$ cat config.mk
export PLATFORM = sky130hd
export DESIGN_NAME = acr_top
export DESIGN_NICKNAME = d
export VERILOG_FILES = /design/src/rtl/acr_pkg.sv /design/src/rtl/acr_clk_gen.sv /design/src/rtl/acr_top.sv
export SDC_FILE = /design/constraint.sdc
export NUM_CORES = 1
export LEC_CHECK = 0
export ABC_AREA = 0
export BUFFER_PORTS_ARGS = -buffer_cell sky130_fd_sc_hd__buf_4
export CAP_MARGIN = 30
export CORE_MARGIN = 2
export CORE_UTILIZATION = 52
export CTS_CLUSTER_SIZE = 20
export DETAILED_ROUTE_END_ITERATION = 7
export PLACE_DENSITY = 0.77
export SYNTH_ARGS = -nofsm -noshare
export SYNTH_HDL_FRONTEND = slang
export SYNTH_SLANG_ARGS = --single-unit
$ cat constraint.sdc
create_clock -name clk_in -period 3.6 [get_ports clk_in]
set_input_delay 0.36 -clock clk_in [delete_from_list [all_inputs] [get_ports clk_in]]
set_output_delay 0.36 -clock clk_in [all_outputs]
set_load 0.01 [all_outputs]
$ cat src/rtl/acr_pkg.sv
package acr_pkg;
  // ****************************************
  // register map, byte addresses
  // ****************************************
  localparam logic [7:0] OFF_SC1 = 8'h00;
  localparam logic [7:0] OFF_SC2 = 8'h04;
  localparam logic [7:0] OFF_RES_HI = 8'h08;
  localparam logic [7:0] OFF_RES_LO = 8'h0C;
  localparam logic [7:0] OFF_CMP_HI = 8'h10;
  localparam logic [7:0] OFF_CMP_LO = 8'h14;
  localparam logic [7:0] OFF_CFG = 8'h18;
  // ****************************************
  // field positions
  // ****************************************
  localparam int SC1_COMPLETE_BIT = 7;
  localparam int SC1_CONTINUOUS_BIT = 5;
  localparam int SC2_ACTIVE_BIT = 7;
  localparam int SC2_TRIGGER_BIT = 6;
  localparam int SC2_CMP_EN_BIT = 5;
  localparam int SC2_CMP_GE_BIT = 4;
  localparam int CFG_LOW_POWER_BIT = 7;
  localparam int CFG_DIVIDE_LSB = 5;
  localparam int CFG_LONG_SAMPLE_BIT = 4;
  localparam int CFG_MODE_LSB = 2;
  localparam int CFG_CLK_LSB = 0;
  // ****************************************
  // reset values and codes
  // ****************************************
  localparam logic [7:0] RST_REG = 8'h00;
  localparam logic [4:0] RST_CHANNEL = 5'h1F;
  localparam logic [4:0] CHANNEL_OFF = 5'h1F;
  localparam logic [1:0] MODE_EIGHT = 2'b00;
  localparam logic [1:0] MODE_TEN = 2'b10;
  localparam logic [1:0] CLK_BUS = 2'b00;
  localparam logic [1:0] CLK_BUS_HALF = 2'b01;
  localparam logic [1:0] CLK_ALT = 2'b10;
  localparam logic [1:0] CLK_ASYNC = 2'b11;
  localparam logic [1:0] RESP_OKAY = 2'b00;
  localparam logic [1:0] RESP_SLVERR = 2'b10;
  localparam int SYNC_STAGES = 3;

  typedef enum logic {
    ST_IDLE = 1'b0,
    ST_BUSY = 1'b1
  } acr_state_type;

  typedef struct packed {
    logic [7:0] awaddr;
    logic awvalid;
    logic [31:0] wdata;
    logic [3:0] wstrb;
    logic wvalid;
    logic bready;
    logic [7:0] araddr;
    logic arvalid;
    logic rready;
  } acr_axi_req_type;

  typedef struct packed {
    logic awready;
    logic wready;
    logic [1:0] bresp;
    logic bvalid;
    logic arready;
    logic [31:0] rdata;
    logic [1:0] rresp;
    logic rvalid;
  } acr_axi_rsp_type;
endpackage : acr_pkg

$ cat src/rtl/acr_clk_gen.sv
`timescale 1ns/10ps
module acr_clk_gen #(
  parameter int STAGES = acr_pkg::SYNC_STAGES
) (
  input wire logic clk_in,
  input wire logic arst_n_in,
  input wire logic alternate_clock_in,
  input wire logic async_converter_clock_in,
  input wire logic [1:0] input_clock_select_in,
  input wire logic [1:0] clock_divide_in,
  input wire logic run_in,
  output logic converter_clock_en_out
);
  import acr_pkg::*;

  if (STAGES != 3) begin : g_bad
    $error("acr_clk_gen: STAGES must be 3");
  end

  // ****************************************
  // pin clocks sampled, edge when stages agree
  // ****************************************
  logic [1:0] pin_raw;
  logic [1:0] pin_rise;
  assign pin_raw = {async_converter_clock_in, alternate_clock_in};

  for (genvar i = 0; i < 2; i++) begin : g_pin
    logic [STAGES-1:0] sync_q;
    logic level_q;
    always_ff @(posedge clk_in or negedge arst_n_in) begin
      if (!arst_n_in) begin
        sync_q <= '0;
      end else begin
        sync_q <= {sync_q[STAGES-2:0], pin_raw[i]};
      end
    end
    always_ff @(posedge clk_in or negedge arst_n_in) begin
      if (!arst_n_in) begin
        level_q <= 1'b0;
      end else if (sync_q[1] == sync_q[2]) begin
        level_q <= sync_q[1];
      end
    end
    assign pin_rise[i] = sync_q[1] & sync_q[2] & ~level_q;
  end

  // ****************************************
  // source select and divider
  // ****************************************
  logic half_q;
  logic src_tick;
  logic [2:0] div_cnt_q;
  logic [2:0] div_last;

  always_ff @(posedge clk_in or negedge arst_n_in) begin
    if (!arst_n_in) begin
      half_q <= 1'b0;
    end else begin
      half_q <= ~half_q;
    end
  end

  always_comb begin
    unique case (input_clock_select_in)
      CLK_BUS: src_tick = 1'b1;
      CLK_BUS_HALF: src_tick = half_q;
      CLK_ALT: src_tick = pin_rise[0];
      CLK_ASYNC: src_tick = pin_rise[1];
    endcase
  end

  assign div_last = 3'((1 << clock_divide_in) - 1);

  always_ff @(posedge clk_in or negedge arst_n_in) begin
    if (!arst_n_in) begin
      div_cnt_q <= 3'h0;
    end else if (!run_in) begin
      div_cnt_q <= 3'h0;
    end else if (src_tick) begin
      div_cnt_q <= (div_cnt_q >= div_last) ? 3'h0 : div_cnt_q + 3'h1;
    end
  end

  assign converter_clock_en_out = run_in & src_tick & (div_cnt_q >= div_last);
endmodule : acr_clk_gen

$ cat src/rtl/acr_top.sv
// Added by the designer: the AXI4-Lite interface to the registers and the register addresses.
`timescale 1ns/10ps
module acr_top (
  input wire logic clk_in,
  input wire logic arst_n_in,
  input wire acr_pkg::acr_axi_req_type axi_req_in,
  output acr_pkg::acr_axi_rsp_type axi_rsp_out,
  input wire logic hardware_trigger_input_in,
  input wire logic alternate_clock_in,
  input wire logic async_converter_clock_in,
  input wire logic conv_done_in,
  input wire logic [9:0] conv_result_in,
  output logic conv_start_out,
  output logic conv_abort_out,
  output logic converter_clock_en_out,
  output logic [4:0] channel_select_out,
  output logic low_power_select_out,
  output logic long_sample_select_out,
  output logic mode_ten_bit_out,
  output logic conversion_active_out
);
  import acr_pkg::*;
  // ****************************************
  // register state
  // ****************************************
  logic [4:0] channel_q;
  logic continuous_q, complete_q, trigger_select_q, compare_enable_q, compare_ge_q, lock_q;
  logic [9:0] result_q;
  logic [1:0] cmp_hi_q;
  logic [7:0] cmp_lo_q, cfg_q;
  acr_state_type state_q, state_d;

  // ****************************************
  // axi4-lite write channel
  // ****************************************
  logic aw_have_q, w_have_q, w_strb_q, bvalid_q, wr_commit, wr_mapped;
  logic [7:0] aw_addr_q, w_data_q, wr_addr;
  logic [1:0] bresp_q;
  assign axi_rsp_out.awready = ~aw_have_q & ~bvalid_q;
  assign axi_rsp_out.wready = ~w_have_q & ~bvalid_q;
  assign axi_rsp_out.bvalid = bvalid_q;
  assign axi_rsp_out.bresp = bresp_q;

  always_ff @(posedge clk_in or negedge arst_n_in) begin
    if (!arst_n_in) begin
      aw_have_q <= 1'b0;
      aw_addr_q <= 8'h00;
    end else if (axi_req_in.awvalid && axi_rsp_out.awready) begin
      aw_have_q <= 1'b1;
      aw_addr_q <= {axi_req_in.awaddr[7:2], 2'b00};
    end else if (wr_commit) begin
      aw_have_q <= 1'b0;
    end
  end

  always_ff @(posedge clk_in or negedge arst_n_in) begin
    if (!arst_n_in) begin
      w_have_q <= 1'b0;
      w_data_q <= 8'h00;
      w_strb_q <= 1'b0;
    end else if (axi_req_in.wvalid && axi_rsp_out.wready) begin
      w_have_q <= 1'b1;
      w_data_q <= axi_req_in.wdata[7:0];
      w_strb_q <= axi_req_in.wstrb[0];
    end else if (wr_commit) begin
      w_have_q <= 1'b0;
    end
  end

  assign wr_commit = aw_have_q & w_have_q & ~bvalid_q;
  assign wr_addr = aw_addr_q;
  assign wr_mapped = (wr_addr <= OFF_CFG);

  always_ff @(posedge clk_in or negedge arst_n_in) begin
    if (!arst_n_in) begin
      bvalid_q <= 1'b0;
      bresp_q <= RESP_OKAY;
    end else if (wr_commit) begin
      bvalid_q <= 1'b1;
      bresp_q <= wr_mapped ? RESP_OKAY : RESP_SLVERR;
    end else if (axi_req_in.bready) begin
      bvalid_q <= 1'b0;
    end
  end

  // only byte lane 0 carries register data
  logic wr_en, wr_sc1, wr_sc2, wr_cmp_hi, wr_cmp_lo, wr_cfg;
  assign wr_en = wr_commit & w_strb_q;
  assign wr_sc1 = wr_en & (wr_addr == OFF_SC1);
  assign wr_sc2 = wr_en & (wr_addr == OFF_SC2);
  assign wr_cmp_hi = wr_en & (wr_addr == OFF_CMP_HI);
  assign wr_cmp_lo = wr_en & (wr_addr == OFF_CMP_LO);
  assign wr_cfg = wr_en & (wr_addr == OFF_CFG);

  // ****************************************
  // axi4-lite read channel
  // ****************************************
  logic rvalid_q, rd_take, rd_res_hi, rd_res_lo, rd_mapped;
  logic [7:0] rdata_q, rd_addr, rd_mux;
  logic [1:0] rresp_q;
  assign axi_rsp_out.arready = ~rvalid_q;
  assign axi_rsp_out.rvalid = rvalid_q;
  assign axi_rsp_out.rdata = {24'h00_0000, rdata_q};
  assign axi_rsp_out.rresp = rresp_q;
  assign rd_take = axi_req_in.arvalid & ~rvalid_q;
  assign rd_addr = {axi_req_in.araddr[7:2], 2'b00};
  assign rd_res_hi = rd_take & (rd_addr == OFF_RES_HI);
  assign rd_res_lo = rd_take & (rd_addr == OFF_RES_LO);
  assign rd_mapped = (rd_addr <= OFF_CFG);

  always_comb begin
    rd_mux = 8'h00;
    unique case (rd_addr)
      OFF_SC1: begin
        rd_mux[SC1_COMPLETE_BIT] = complete_q;
        rd_mux[SC1_CONTINUOUS_BIT] = continuous_q;
        rd_mux[4:0] = channel_q;
      end
      OFF_SC2: begin
        rd_mux[SC2_ACTIVE_BIT] = (state_q == ST_BUSY);
        rd_mux[SC2_TRIGGER_BIT] = trigger_select_q;
        rd_mux[SC2_CMP_EN_BIT] = compare_enable_q;
        rd_mux[SC2_CMP_GE_BIT] = compare_ge_q;
      end
      OFF_RES_HI: rd_mux[1:0] = result_q[9:8];
      OFF_RES_LO: rd_mux = result_q[7:0];
      OFF_CMP_HI: rd_mux[1:0] = cmp_hi_q;
      OFF_CMP_LO: rd_mux = cmp_lo_q;
      OFF_CFG: rd_mux = cfg_q;
      default: rd_mux = 8'h00;
    endcase
  end

  always_ff @(posedge clk_in or negedge arst_n_in) begin
    if (!arst_n_in) begin
      rvalid_q <= 1'b0;
      rdata_q <= 8'h00;
      rresp_q <= RESP_OKAY;
    end else if (rd_take) begin
      rvalid_q <= 1'b1;
      rdata_q <= rd_mux;
      rresp_q <= rd_mapped ? RESP_OKAY : RESP_SLVERR;
    end else if (axi_req_in.rready) begin
      rvalid_q <= 1'b0;
    end
  end

  // ****************************************
  // control registers
  // ****************************************
  logic mode_ten, mode_change;
  assign mode_ten = (cfg_q[CFG_MODE_LSB +: 2] == MODE_TEN);
  assign mode_change = wr_cfg & (w_data_q[CFG_MODE_LSB +: 2] != cfg_q[CFG_MODE_LSB +: 2]);

  always_ff @(posedge clk_in or negedge arst_n_in) begin
    if (!arst_n_in) begin
      channel_q <= RST_CHANNEL;
      continuous_q <= 1'b0;
    end else if (wr_sc1) begin
      channel_q <= w_data_q[4:0];
      continuous_q <= w_data_q[SC1_CONTINUOUS_BIT];
    end
  end

  // active bit and reserved low bits are not stored
  always_ff @(posedge clk_in or negedge arst_n_in) begin
    if (!arst_n_in) begin
      trigger_select_q <= 1'b0;
      compare_enable_q <= 1'b0;
      compare_ge_q <= 1'b0;
    end else if (wr_sc2) begin
      trigger_select_q <= w_data_q[SC2_TRIGGER_BIT];
      compare_enable_q <= w_data_q[SC2_CMP_EN_BIT];
      compare_ge_q <= w_data_q[SC2_CMP_GE_BIT];
    end
  end

  always_ff @(posedge clk_in or negedge arst_n_in) begin
    if (!arst_n_in) begin
      cmp_hi_q <= 2'b00;
    end else if (wr_cmp_hi) begin
      cmp_hi_q <= w_data_q[1:0];
    end
  end

  always_ff @(posedge clk_in or negedge arst_n_in) begin
    if (!arst_n_in) begin
      cmp_lo_q <= 8'h00;
    end else if (wr_cmp_lo) begin
      cmp_lo_q <= w_data_q;
    end
  end

  always_ff @(posedge clk_in or negedge arst_n_in) begin
    if (!arst_n_in) begin
      cfg_q <= RST_REG;
    end else if (wr_cfg) begin
      cfg_q <= w_data_q;
    end
  end

  assign low_power_select_out = cfg_q[CFG_LOW_POWER_BIT];
  assign long_sample_select_out = cfg_q[CFG_LONG_SAMPLE_BIT];
  assign mode_ten_bit_out = mode_ten;
  assign channel_select_out = channel_q;

  // ****************************************
  // hardware trigger pin
  // ****************************************
  logic [SYNC_STAGES-1:0] trig_sync_q;
  logic trig_level_q, trig_rise;
  always_ff @(posedge clk_in or negedge arst_n_in) begin
    if (!arst_n_in) begin
      trig_sync_q <= '0;
    end else begin
      trig_sync_q <= {trig_sync_q[SYNC_STAGES-2:0], hardware_trigger_input_in};
    end
  end

  always_ff @(posedge clk_in or negedge arst_n_in) begin
    if (!arst_n_in) begin
      trig_level_q <= 1'b0;
    end else if (trig_sync_q[1] == trig_sync_q[2]) begin
      trig_level_q <= trig_sync_q[1];
    end
  end

  assign trig_rise = trig_sync_q[1] & trig_sync_q[2] & ~trig_level_q;

  // ****************************************
  // conversion sequencing
  // ****************************************
  logic busy, chan_on, abort, start, done, restart;
  assign busy = (state_q == ST_BUSY);
  assign chan_on = (channel_q != CHANNEL_OFF);
  // an SC1 write aborts even when the trigger pin is the start source
  assign abort = wr_sc1 & busy;
  assign done = conv_done_in & busy & ~wr_sc1;
  assign restart = done & continuous_q & chan_on;
  always_comb begin
    start = 1'b0;
    if (wr_sc1) begin
      start = ~trigger_select_q & (w_data_q[4:0] != CHANNEL_OFF);
    end else if (trigger_select_q && trig_rise && chan_on && !busy) begin
      start = 1'b1;
    end else if (restart) begin
      start = 1'b1;
    end
  end

  always_comb begin
    state_d = state_q;
    unique case (state_q)
      ST_IDLE: begin
        if (start) begin
          state_d = ST_BUSY;
        end
      end
      ST_BUSY: begin
        if ((done || abort) && !start) begin
          state_d = ST_IDLE;
        end
      end
    endcase
  end

  always_ff @(posedge clk_in or negedge arst_n_in) begin
    if (!arst_n_in) begin
      state_q <= ST_IDLE;
    end else begin
      state_q <= state_d;
    end
  end

  always_ff @(posedge clk_in or negedge arst_n_in) begin
    if (!arst_n_in) begin
      conv_start_out <= 1'b0;
      conv_abort_out <= 1'b0;
    end else begin
      conv_start_out <= start;
      conv_abort_out <= abort;
    end
  end

  assign conversion_active_out = busy;

  // ****************************************
  // compare and result transfer
  // ****************************************
  logic [9:0] new_result, cmp_value;
  logic cmp_true, accept;
  assign new_result = mode_ten ? conv_result_in : {2'b00, conv_result_in[7:0]};
  assign cmp_value = mode_ten ? {cmp_hi_q, cmp_lo_q} : {2'b00, cmp_lo_q};
  assign cmp_true = compare_ge_q ? (new_result >= cmp_value) : (new_result < cmp_value);
  assign accept = done & (~compare_enable_q | cmp_true);

  // interlock: a high read in 10-bit mode holds off transfers
  always_ff @(posedge clk_in or negedge arst_n_in) begin
    if (!arst_n_in) begin
      lock_q <= 1'b0;
    end else if (!mode_ten) begin
      lock_q <= 1'b0;
    end else if (rd_res_hi) begin
      lock_q <= 1'b1;
    end else if (rd_res_lo) begin
      lock_q <= 1'b0;
    end
  end

  // a result finished while locked is dropped, not queued
  always_ff @(posedge clk_in or negedge arst_n_in) begin
    if (!arst_n_in) begin
      result_q <= 10'h000;
    end else if (mode_change) begin
      result_q <= 10'h000;
    end else if (accept && !lock_q) begin
      result_q <= new_result;
    end
  end

  // complete flag: a finishing conversion beats a low-result read; an SC1 write masks done and clears it
  always_ff @(posedge clk_in or negedge arst_n_in) begin
    if (!arst_n_in) begin
      complete_q <= 1'b0;
    end else if (accept) begin
      complete_q <= 1'b1;
    end else if (wr_sc1 || rd_res_lo) begin
      complete_q <= 1'b0;
    end
  end

  // ****************************************
  // converter clock
  // ****************************************
  acr_clk_gen #(
    .STAGES(SYNC_STAGES)
  ) u_clk_gen (
    .clk_in(clk_in),
    .arst_n_in(arst_n_in),
    .alternate_clock_in(alternate_clock_in),
    .async_converter_clock_in(async_converter_clock_in),
    .input_clock_select_in(cfg_q[CFG_CLK_LSB +: 2]),
    .clock_divide_in(cfg_q[CFG_DIVIDE_LSB +: 2]),
    .run_in(busy),
    .converter_clock_en_out(converter_clock_en_out)
  );
endmodule : acr_top
==> results of run 1 <==
-- layout by cell type, fill, tap and decap left out, types with 2 or more instances in the layout --
cell type,instances
a222oi_1,4
a21o_1,2
a22oi_1,3
mux2_2,42
or2_2,2
xor2_1,2
mux2i_1,14
o2111ai_1,2
a21oi_1,7
a22o_1,5
inv_1,19
dfstp_2,5
nand3_1,2
a31oi_1,2
o21ai_0,28
a221oi_1,2
nand3b_1,3
buf_4,70
and2_1,7
nor2_1,12
clkbuf_8,9
xnor2_1,2
or3_1,3
or4b_1,2
nor3b_1,2
ha_1,17
inv_8,3
nand2_1,53
nor2b_1,4
nand4_1,2
conb_1,26
nand2b_1,4
a211oi_1,3
and3_1,2
nor3_1,3
dfrtp_1,82
-- per-stage QoR --
stage               total power, mW  hold slack [ns]  cell area [µm²]   util  cells
finish                         3.14           0.0909             5190  0.629    580
global route                   3.33           0.0760             5190  0.629    580
CTS                            3.15           0.0764             5190  0.629    580
detailed placement             2.42            0.272             4970  0.602    563
global placement               2.36            0.332             4930  0.597    561
floorplan                      2.08           0.0644             4560      -    430
-- state kept, by name, indices dropped and copies added (netlist names), 2 cells and up --
register / cells
result_q: 10
cfg_q: 8
channel_select_out: 5
rdata_q: 8
u_clk_gen.div_cnt_q: 3
trig_sync_q: 3
u_clk_gen.g_pin.sync_q: 6
cmp_hi_q: 2
aw_addr_q: 6
w_data_q: 8
u_clk_gen.g_pin.level_q: 2
cmp_lo_q: 8
-- critical path: cells and delay by family (launching register included) --
family                   cells  cell delay (ns)
multiplexers                 2             0.35
AO/OA/AOI/OAI                1             0.44
buffers and inverters        1             0.24
AND/OR/NAND/NOR              4             1.10
flip-flops                   1             0.41
adder cells (fa/ha/maj)      1             0.30
-- routing by layer --
metal | up-vias | part of all wire | global-route usage
li1 | 1501 | - | -
met1 | 1489 | 0.44 | 0.281
met2 | 153 | 0.45 | 0.316
met3 | 23 | 0.072 | 0.0527
met4 | 0 | 0.033 | 0.0845
met5 | - | 0 | 0
-- timing repair --
item,in CTS,in global routing
resized for setup,0,0
hold buffers,1,0
endpoints found under the hold margin,20,0
-- where the power goes --
group | leakage (nW) | internal [mW] | switching (mW)
clock network | 0.106 | 0.339 | 0.395
registers | 1.09 | 1.26 | 0.301
logic | 1.24 | 0.457 | 0.382
total | 2.44 | 2.06 | 1.08
-- cell families after synthesis --
kind of cell / synth area share
muxes: 0.142
DFF: 0.489
and+or+nand+nor: 0.143
xor gates and xnor gates: 0.00784
AOI/OAI and AO/OA: 0.0916
other: 0.000840
buffers and inverters: 0.0779
adders and majority gates: 0.0476
-- worst max-delay path by stage --
stage / from / endpoint / slack (ns)
6_report: cfg_q[3] / result_q[4] / 0.69
2_1_floorplan: cfg_q[2] / result_q[0] / 0.96
3_5_place_dp: cfg_q[3] / result_q[4] / 0.72
4_1_cts: cfg_q[3] / result_q[4] / 0.68
5_1_grt: cfg_q[3] / result_q[3] / 0.49
3_3_place_gp: cfg_q[3] / result_q[9] / 0.75
-- final cells by class --
class / count / share of cell area
Sequential cell: 87 / 0.421
Multi-Input combinational cell: 281 / 0.391
Timing Repair Buffer: 72 / 0.108
Tap cell: 105 / 0.0253
Clock buffer: 9 / 0.0239
Clock inverter: 7 / 0.0171
Inverter: 19 / 0.0137
==> results.yml, run 1 <==
cts:
  postCtsSetupBuffers: 0
  cts_sinks: 87
  cts.clk_slew.worst_paths_ns: 0.10
  clock_latency_ns: 0.37
  htree_levels: 3
  cts_root_buffer: "clkbuf_8"
  cts_buffers: 9
  clock_path_buffers: 2
  cts_tree: "yes"
critical_path:
  reg2reg_depth: 9
  crit_path_top_delay_cell: "or4b_1"
  critPathLaunchType: "flop"
  worstReg2RegStart: "cfg_q[3]"
  cpMostUsedCell: "mux2i_1"
  arrival_ns: 3.20
  critical_path_class: "reg -> reg"
  r2r_setup_slack_ns: 0.69
  crit_fanout: 10
  required_ns: 3.89
  crit_chain: "nor2b_1 > nand2_1 > ha_1 > nand4_1 > o311ai_0 > or4b_1 > mux2i_1 > buf_4 > mux2i_1"
  worst_setup_path_end_kind: "flop"
  r2r-end: "result_q[4]"
  critical_path.max_stage_delay_ns: 0.47
placement:
  place_congestion: 0.859
  pre_cts_ws_ns: 0.718
  dp_hpwl_um: 7060
  place.port_buffers: 68
cells_and_area:
  syn2layout_area_growth_pct: 16.2
  seqCellArea_mm2: 0.00218
  fillCellCount: 684
  multi_input_area_mm2: 0.00203
  nets: 560
  final_layout_size_suffix_gt1_frac: 0.309
  antennaDiodeCount: 0
sta:
  rsz0062_at_grt: "no"
  setup_ws_ns: 0.686
  worstMarginPinSlew_ns: 0.853
  max_freq_ghz: 0.343
  period_minus_slack_ns: 2.91
  skew_ns: 0.00582
  slew_headroom: 0.429
  period_share: 0.809
  setup_tns_ns: 0
  setup_viol: 0
  finalHoldViolations: 0
  finalMaxSlewViolations: 0
global_route:
  grt_usage: 0.206
  first_global_vias: 3157
  grt_max_degree: 68
  antenna_found_initial: 0
  grt_pass1_wl_um: 15500
  grt-ovfl-total: 0
hold_path:
  min_delay_worst_endpoint: "trig_sync_q[0]"
  holdPathStages: 1
  hold_start: "hardware_trigger_input_in"
  hold_path.class: "in -> reg"
yosys:
  yosys-top-cells-area: "dfrtp_1 46%, mux2_2 11%, ha_1 4.8%"
  netlist_instances: 405
  async_reset_ff_frac: 1.00
  synth_top_area_share: 0.459
  synth.most_common_cell: "dfrtp_1"
  syn_area_per_cell_um2: 11.0
  ys.flop_type: "dfrtp_1"
  synth_top_cell_by_area: "dfrtp_1"
  ys_top_cells_by_count: "82 x dfrtp_1, 53 x nand2_1, 42 x mux2_2, 28 x buf_4, 28 x o21ai_0"
  synth_edf_count: 0
  yosysSeqAreaShare: 0.489
  ys_seq_elements: 87
  synthDistinctLibCells: 56
  synthesis.area_mm2: 0.00447
  ys_warn_count: 0
detailed_routing:
  firstDrtPassIters: 6
  drc: 0
  vias: 3166
  wire_per_inst_um: 16.1
  wl_um: 9330
  routed_via_density: 5.46
  antenna_left: 0
  drt_iter0_drc: 211
floorplanning:
  die_h_um: 96.7
  core-area_mm2: 0.00826
  start_util: 0.541
  io-pin-count: 126
  die_area_mm2: 0.00935
  rows: 33
  die_w_um: 96.7
outcome:
  outcome: "complete, no violations"
job:
  maxCapViolations: 0
power:
  static-leakage-power_nw: 2.44
  powerDensity_mw_per_mm2: 605
  ir_worst_vdd_mv: 0.375
Power figures use the tool's default switching activity.
==> inputs of run 2 (changes only) <==
--- a/config.mk
+++ b/config.mk
@@ -5,7 +5,7 @@
 export SDC_FILE = /design/constraint.sdc
 export NUM_CORES = 1
 export LEC_CHECK = 0
-export ABC_AREA = 0
+export ABC_AREA = 1
 export BUFFER_PORTS_ARGS = -buffer_cell sky130_fd_sc_hd__buf_4
 export CAP_MARGIN = 30
 export CORE_MARGIN = 2
==> constraint.sdc (replaced) <==
create_clock -name clk_in -period 2.7 [get_ports clk_in]
set_input_delay 0.27 -clock clk_in [delete_from_list [all_inputs] [get_ports clk_in]]
set_output_delay 0.27 -clock clk_in [all_outputs]
set_load 0.01 [all_outputs]
==> run 2 against run 1 <==
Clock skew is 0.0050 ns higher. Count of clock-buffer cells in the layout increased by 1. Critical path depth rose by 5. Synthesized cell count is 26% higher. Power increased by 25%. Combinational power grew 30%. Routed wire length rose by 9.2%. Critical endpoint is now result_q[0]. Largest power group unchanged.
==> results.yml, run 2 <==
yosys:
  synthDistinctLibCells: 45
  synth.most_common_cell: "nand2_1"
  synth_top_area_share: 0.461
  ys_warn_count: 0
  netlist_instances: 511
  ys.flop_type: "dfrtp_1"
  syn_area_per_cell_um2: 8.70
  yosys-top-cells-area: "dfrtp_1 46%, nand2_1 10%, inv_1 5.6%"
  ys_top_cells_by_count: "118 x nand2_1, 82 x dfrtp_1, 66 x inv_1, 49 x nor2_1, 34 x o21ai_0"
  yosysSeqAreaShare: 0.491
  ys_seq_elements: 87
  async_reset_ff_frac: 1.00
  synth_top_cell_by_area: "dfrtp_1"
  synthesis.area_mm2: 0.00445
  synth_edf_count: 0
detailed_routing:
  drt_iter0_drc: 241
  antenna_left: 0
  drc: 0
  firstDrtPassIters: 5
  routed_via_density: 5.20
  vias: 3610
  wire_per_inst_um: 14.7
  wl_um: 10200
global_route:
  first_global_vias: 3422
  antenna_found_initial: 0
  top_usage_layer: "met2"
  grt_pass1_wl_um: 16000
  grt-ovfl-total: 0
  met3_usage: 0.0341
  grt_use_met2: 0.376
  grt_max_degree: 48
  grt_usage: 0.229
  use_met1: 0.303
cells_and_area:
  final_common_cell: "nand2_1"
  largest_reg_flops: 10
  antennaDiodeCount: 0
  syn2layout_area_growth_pct: 16.1
  fillCellCount: 727
  top_register: "result_q"
  layout_common_cells: "118 x nand2_1, 82 x dfrtp_1, 71 x buf_4"
  final_layout_size_suffix_gt1_frac: 0.204
  nets: 674
power:
  power_frac_seq: 0.494
  powerDensity_mw_per_mm2: 762
  p_comb_frac: 0.277
  p_clk_frac: 0.229
  static-leakage-power_nw: 2.59
  netSwitchingFraction: 0.347
  fin_total_pwr_mw: 3.93
  p_sw_mw: 1.37
  ir_worst_vdd_mv: 0.528
  power.internal_mw: 2.57
sta:
  skew_ns: 0.0108
  slew_headroom: 0.442
  max_freq_ghz: 0.418
  worstMarginPinSlew_ns: 0.830
  setup_viol: 0
  period_share: 0.887
  setup_tns_ns: 0
  rsz0062_at_grt: "no"
  period_minus_slack_ns: 2.39
  finalMaxSlewViolations: 0
  finalHoldViolations: 0
cts:
  cts_buffers: 9
  postCtsSetupBuffers: 0
  htree_levels: 3
  clock_path_buffers: 2
  cts_root_buffer: "clkbuf_8"
  clock_latency_ns: 0.36
  cts_tree: "yes"
  cts_sinks: 87
  cts.clk_slew.worst_paths_ns: 0.09
floorplanning:
  io-pin-count: 126
  die_w_um: 96.5
  rows: 33
  start_util: 0.539
  core-area_mm2: 0.00826
  die_area_mm2: 0.00931
  die_h_um: 96.5
hold_path:
  hold_path.class: "in -> reg"
placement:
  place_congestion: 0.908
  place.port_buffers: 68
  dp_hpwl_um: 7760
critical_path:
  crit_fanout: 6
  critical_path.max_stage_delay_ns: 0.37
  required_ns: 2.94
  crit_chain: "inv_1 > nor2_2 > nand2_1 > ha_1 > nand2_1 > nor2_2 > nand3b_1 > nand2_1 > nand3_1 > nand3_1 > nand3_1 > buf_4 > nand3_1 > nand2_1"
  crit_path_top_delay_cell: "dfrtp_1"
  critical_path_class: "reg -> reg"
  worst_setup_path_end_kind: "flop"
  critPathLaunchType: "flop"
  arrival_ns: 2.64
outcome:
  outcome: "complete, no violations"
job:
  maxCapViolations: 0
## run 2: cell types whose count changed after synthesis, sizes merged, moves of 13 or more
| cell | before | now |
|---|---|---|
| mux2i | 14 | 0 |
| a21oi | 7 | 20 |
| inv | 19 | 67 |
| mux2 | 42 | 12 |
| nand2 | 53 | 121 |
| nor2 | 13 | 52 |
| nand3 | 2 | 23 |
## run 2: metal layers
metal  routed length [µm]  share of wire
met5                    0              0
met4                  303          0.030
met3                  653          0.064
met2                 4770           0.47
met1                 4460           0.44
## run 2: kinds of logic (layout without fill, tap and decap cells)
family / Yosys count / in the layout / share of synthesized area
AOI/OAI and AO/OA: 77 / 77 / 0.102
DFF: 87 / 87 / 0.491
muxes: 12 / 12 / 0.0304
other: 1 / 26 / 0.000843
adders and majority gates: 17 / 17 / 0.0478
xor gates and xnor gates: 3 / 3 / 0.00591
buffers and inverters: 104 / 157 / 0.120
and+or+nand+nor: 210 / 210 / 0.203
## run 2: layout make-up
class                   instances  area (µm²)  area share
clock buffers                  10         138      0.0267
clock inverters                 6        60.1      0.0116
inverters                      68         256      0.0497
multi-input cells             345        1830       0.355
flip-flops and latches         87        2180       0.423
well taps                     105         131      0.0254
repair buffers                 73         563       0.109
## run 2: what timing repair did
item                       4_1_cts  5_1_grt
setup endpoints to repair        0       10
hold endpoints to repair        40        0
hold buffers                     1        0
resized for setup                0        2
## run 2: stage by stage
step,area (µm²),utilization,setup WS [ns],hold slack [ns],instances
after CTS,5160,0.625,0.153,0.0140,694
final,5160,0.625,0.306,0.0198,694
after global placement,4950,0.600,0.294,0.279,677
after detailed placement,4950,0.600,0.175,0.280,677
after global routing,5160,0.625,0.0243,0.0115,694
after floorplan,4540,-,0.569,-0.0256,536
## run 2: critical path, delay by kind of cell, from the launching register on
| kind | cells | cell delay, ns |
|---|---|---|
| AND/OR/NAND/NOR | 11 | 1.27 |
| flip-flops | 1 | 0.37 |
| buffers and inverters | 2 | 0.34 |
| adder cells (fa/ha/maj) | 1 | 0.31 |
## run 2: worst paths after layout
check	start	endpoint	slack [ns]	depth (start not counted)
max	cfg_q[3]	result_q[0]	0.31	14
min	async_converter_clock_in	u_clk_gen.g_pin[1].sync_q[0]	0.02	1
max reg2reg	cfg_q[3]	result_q[0]	0.31	14
min reg2reg	u_clk_gen.g_pin[0].sync_q[0]	u_clk_gen.g_pin[0].sync_q[1]	0.35	0
max in group asynchronous	arst_n_in	channel_select_out[0]	1.59	3
min in group asynchronous	arst_n_in	rresp_q[1]	0.43	2
## run 2: power by group through the flow
| stage | Clock, mW | Sequential [mW] | Combinational, mW |
|---|---|---|---|
| final | 0.900 | 1.94 | 1.09 |
| after global routing | 0.969 | 1.98 | 1.24 |
| after CTS | 0.919 | 1.93 | 1.09 |
| after detailed placement | 0 | 1.96 | 1.08 |
| after global placement | 0 | 1.95 | 1.04 |
| after floorplan | 0 | 1.88 | 0.746 |
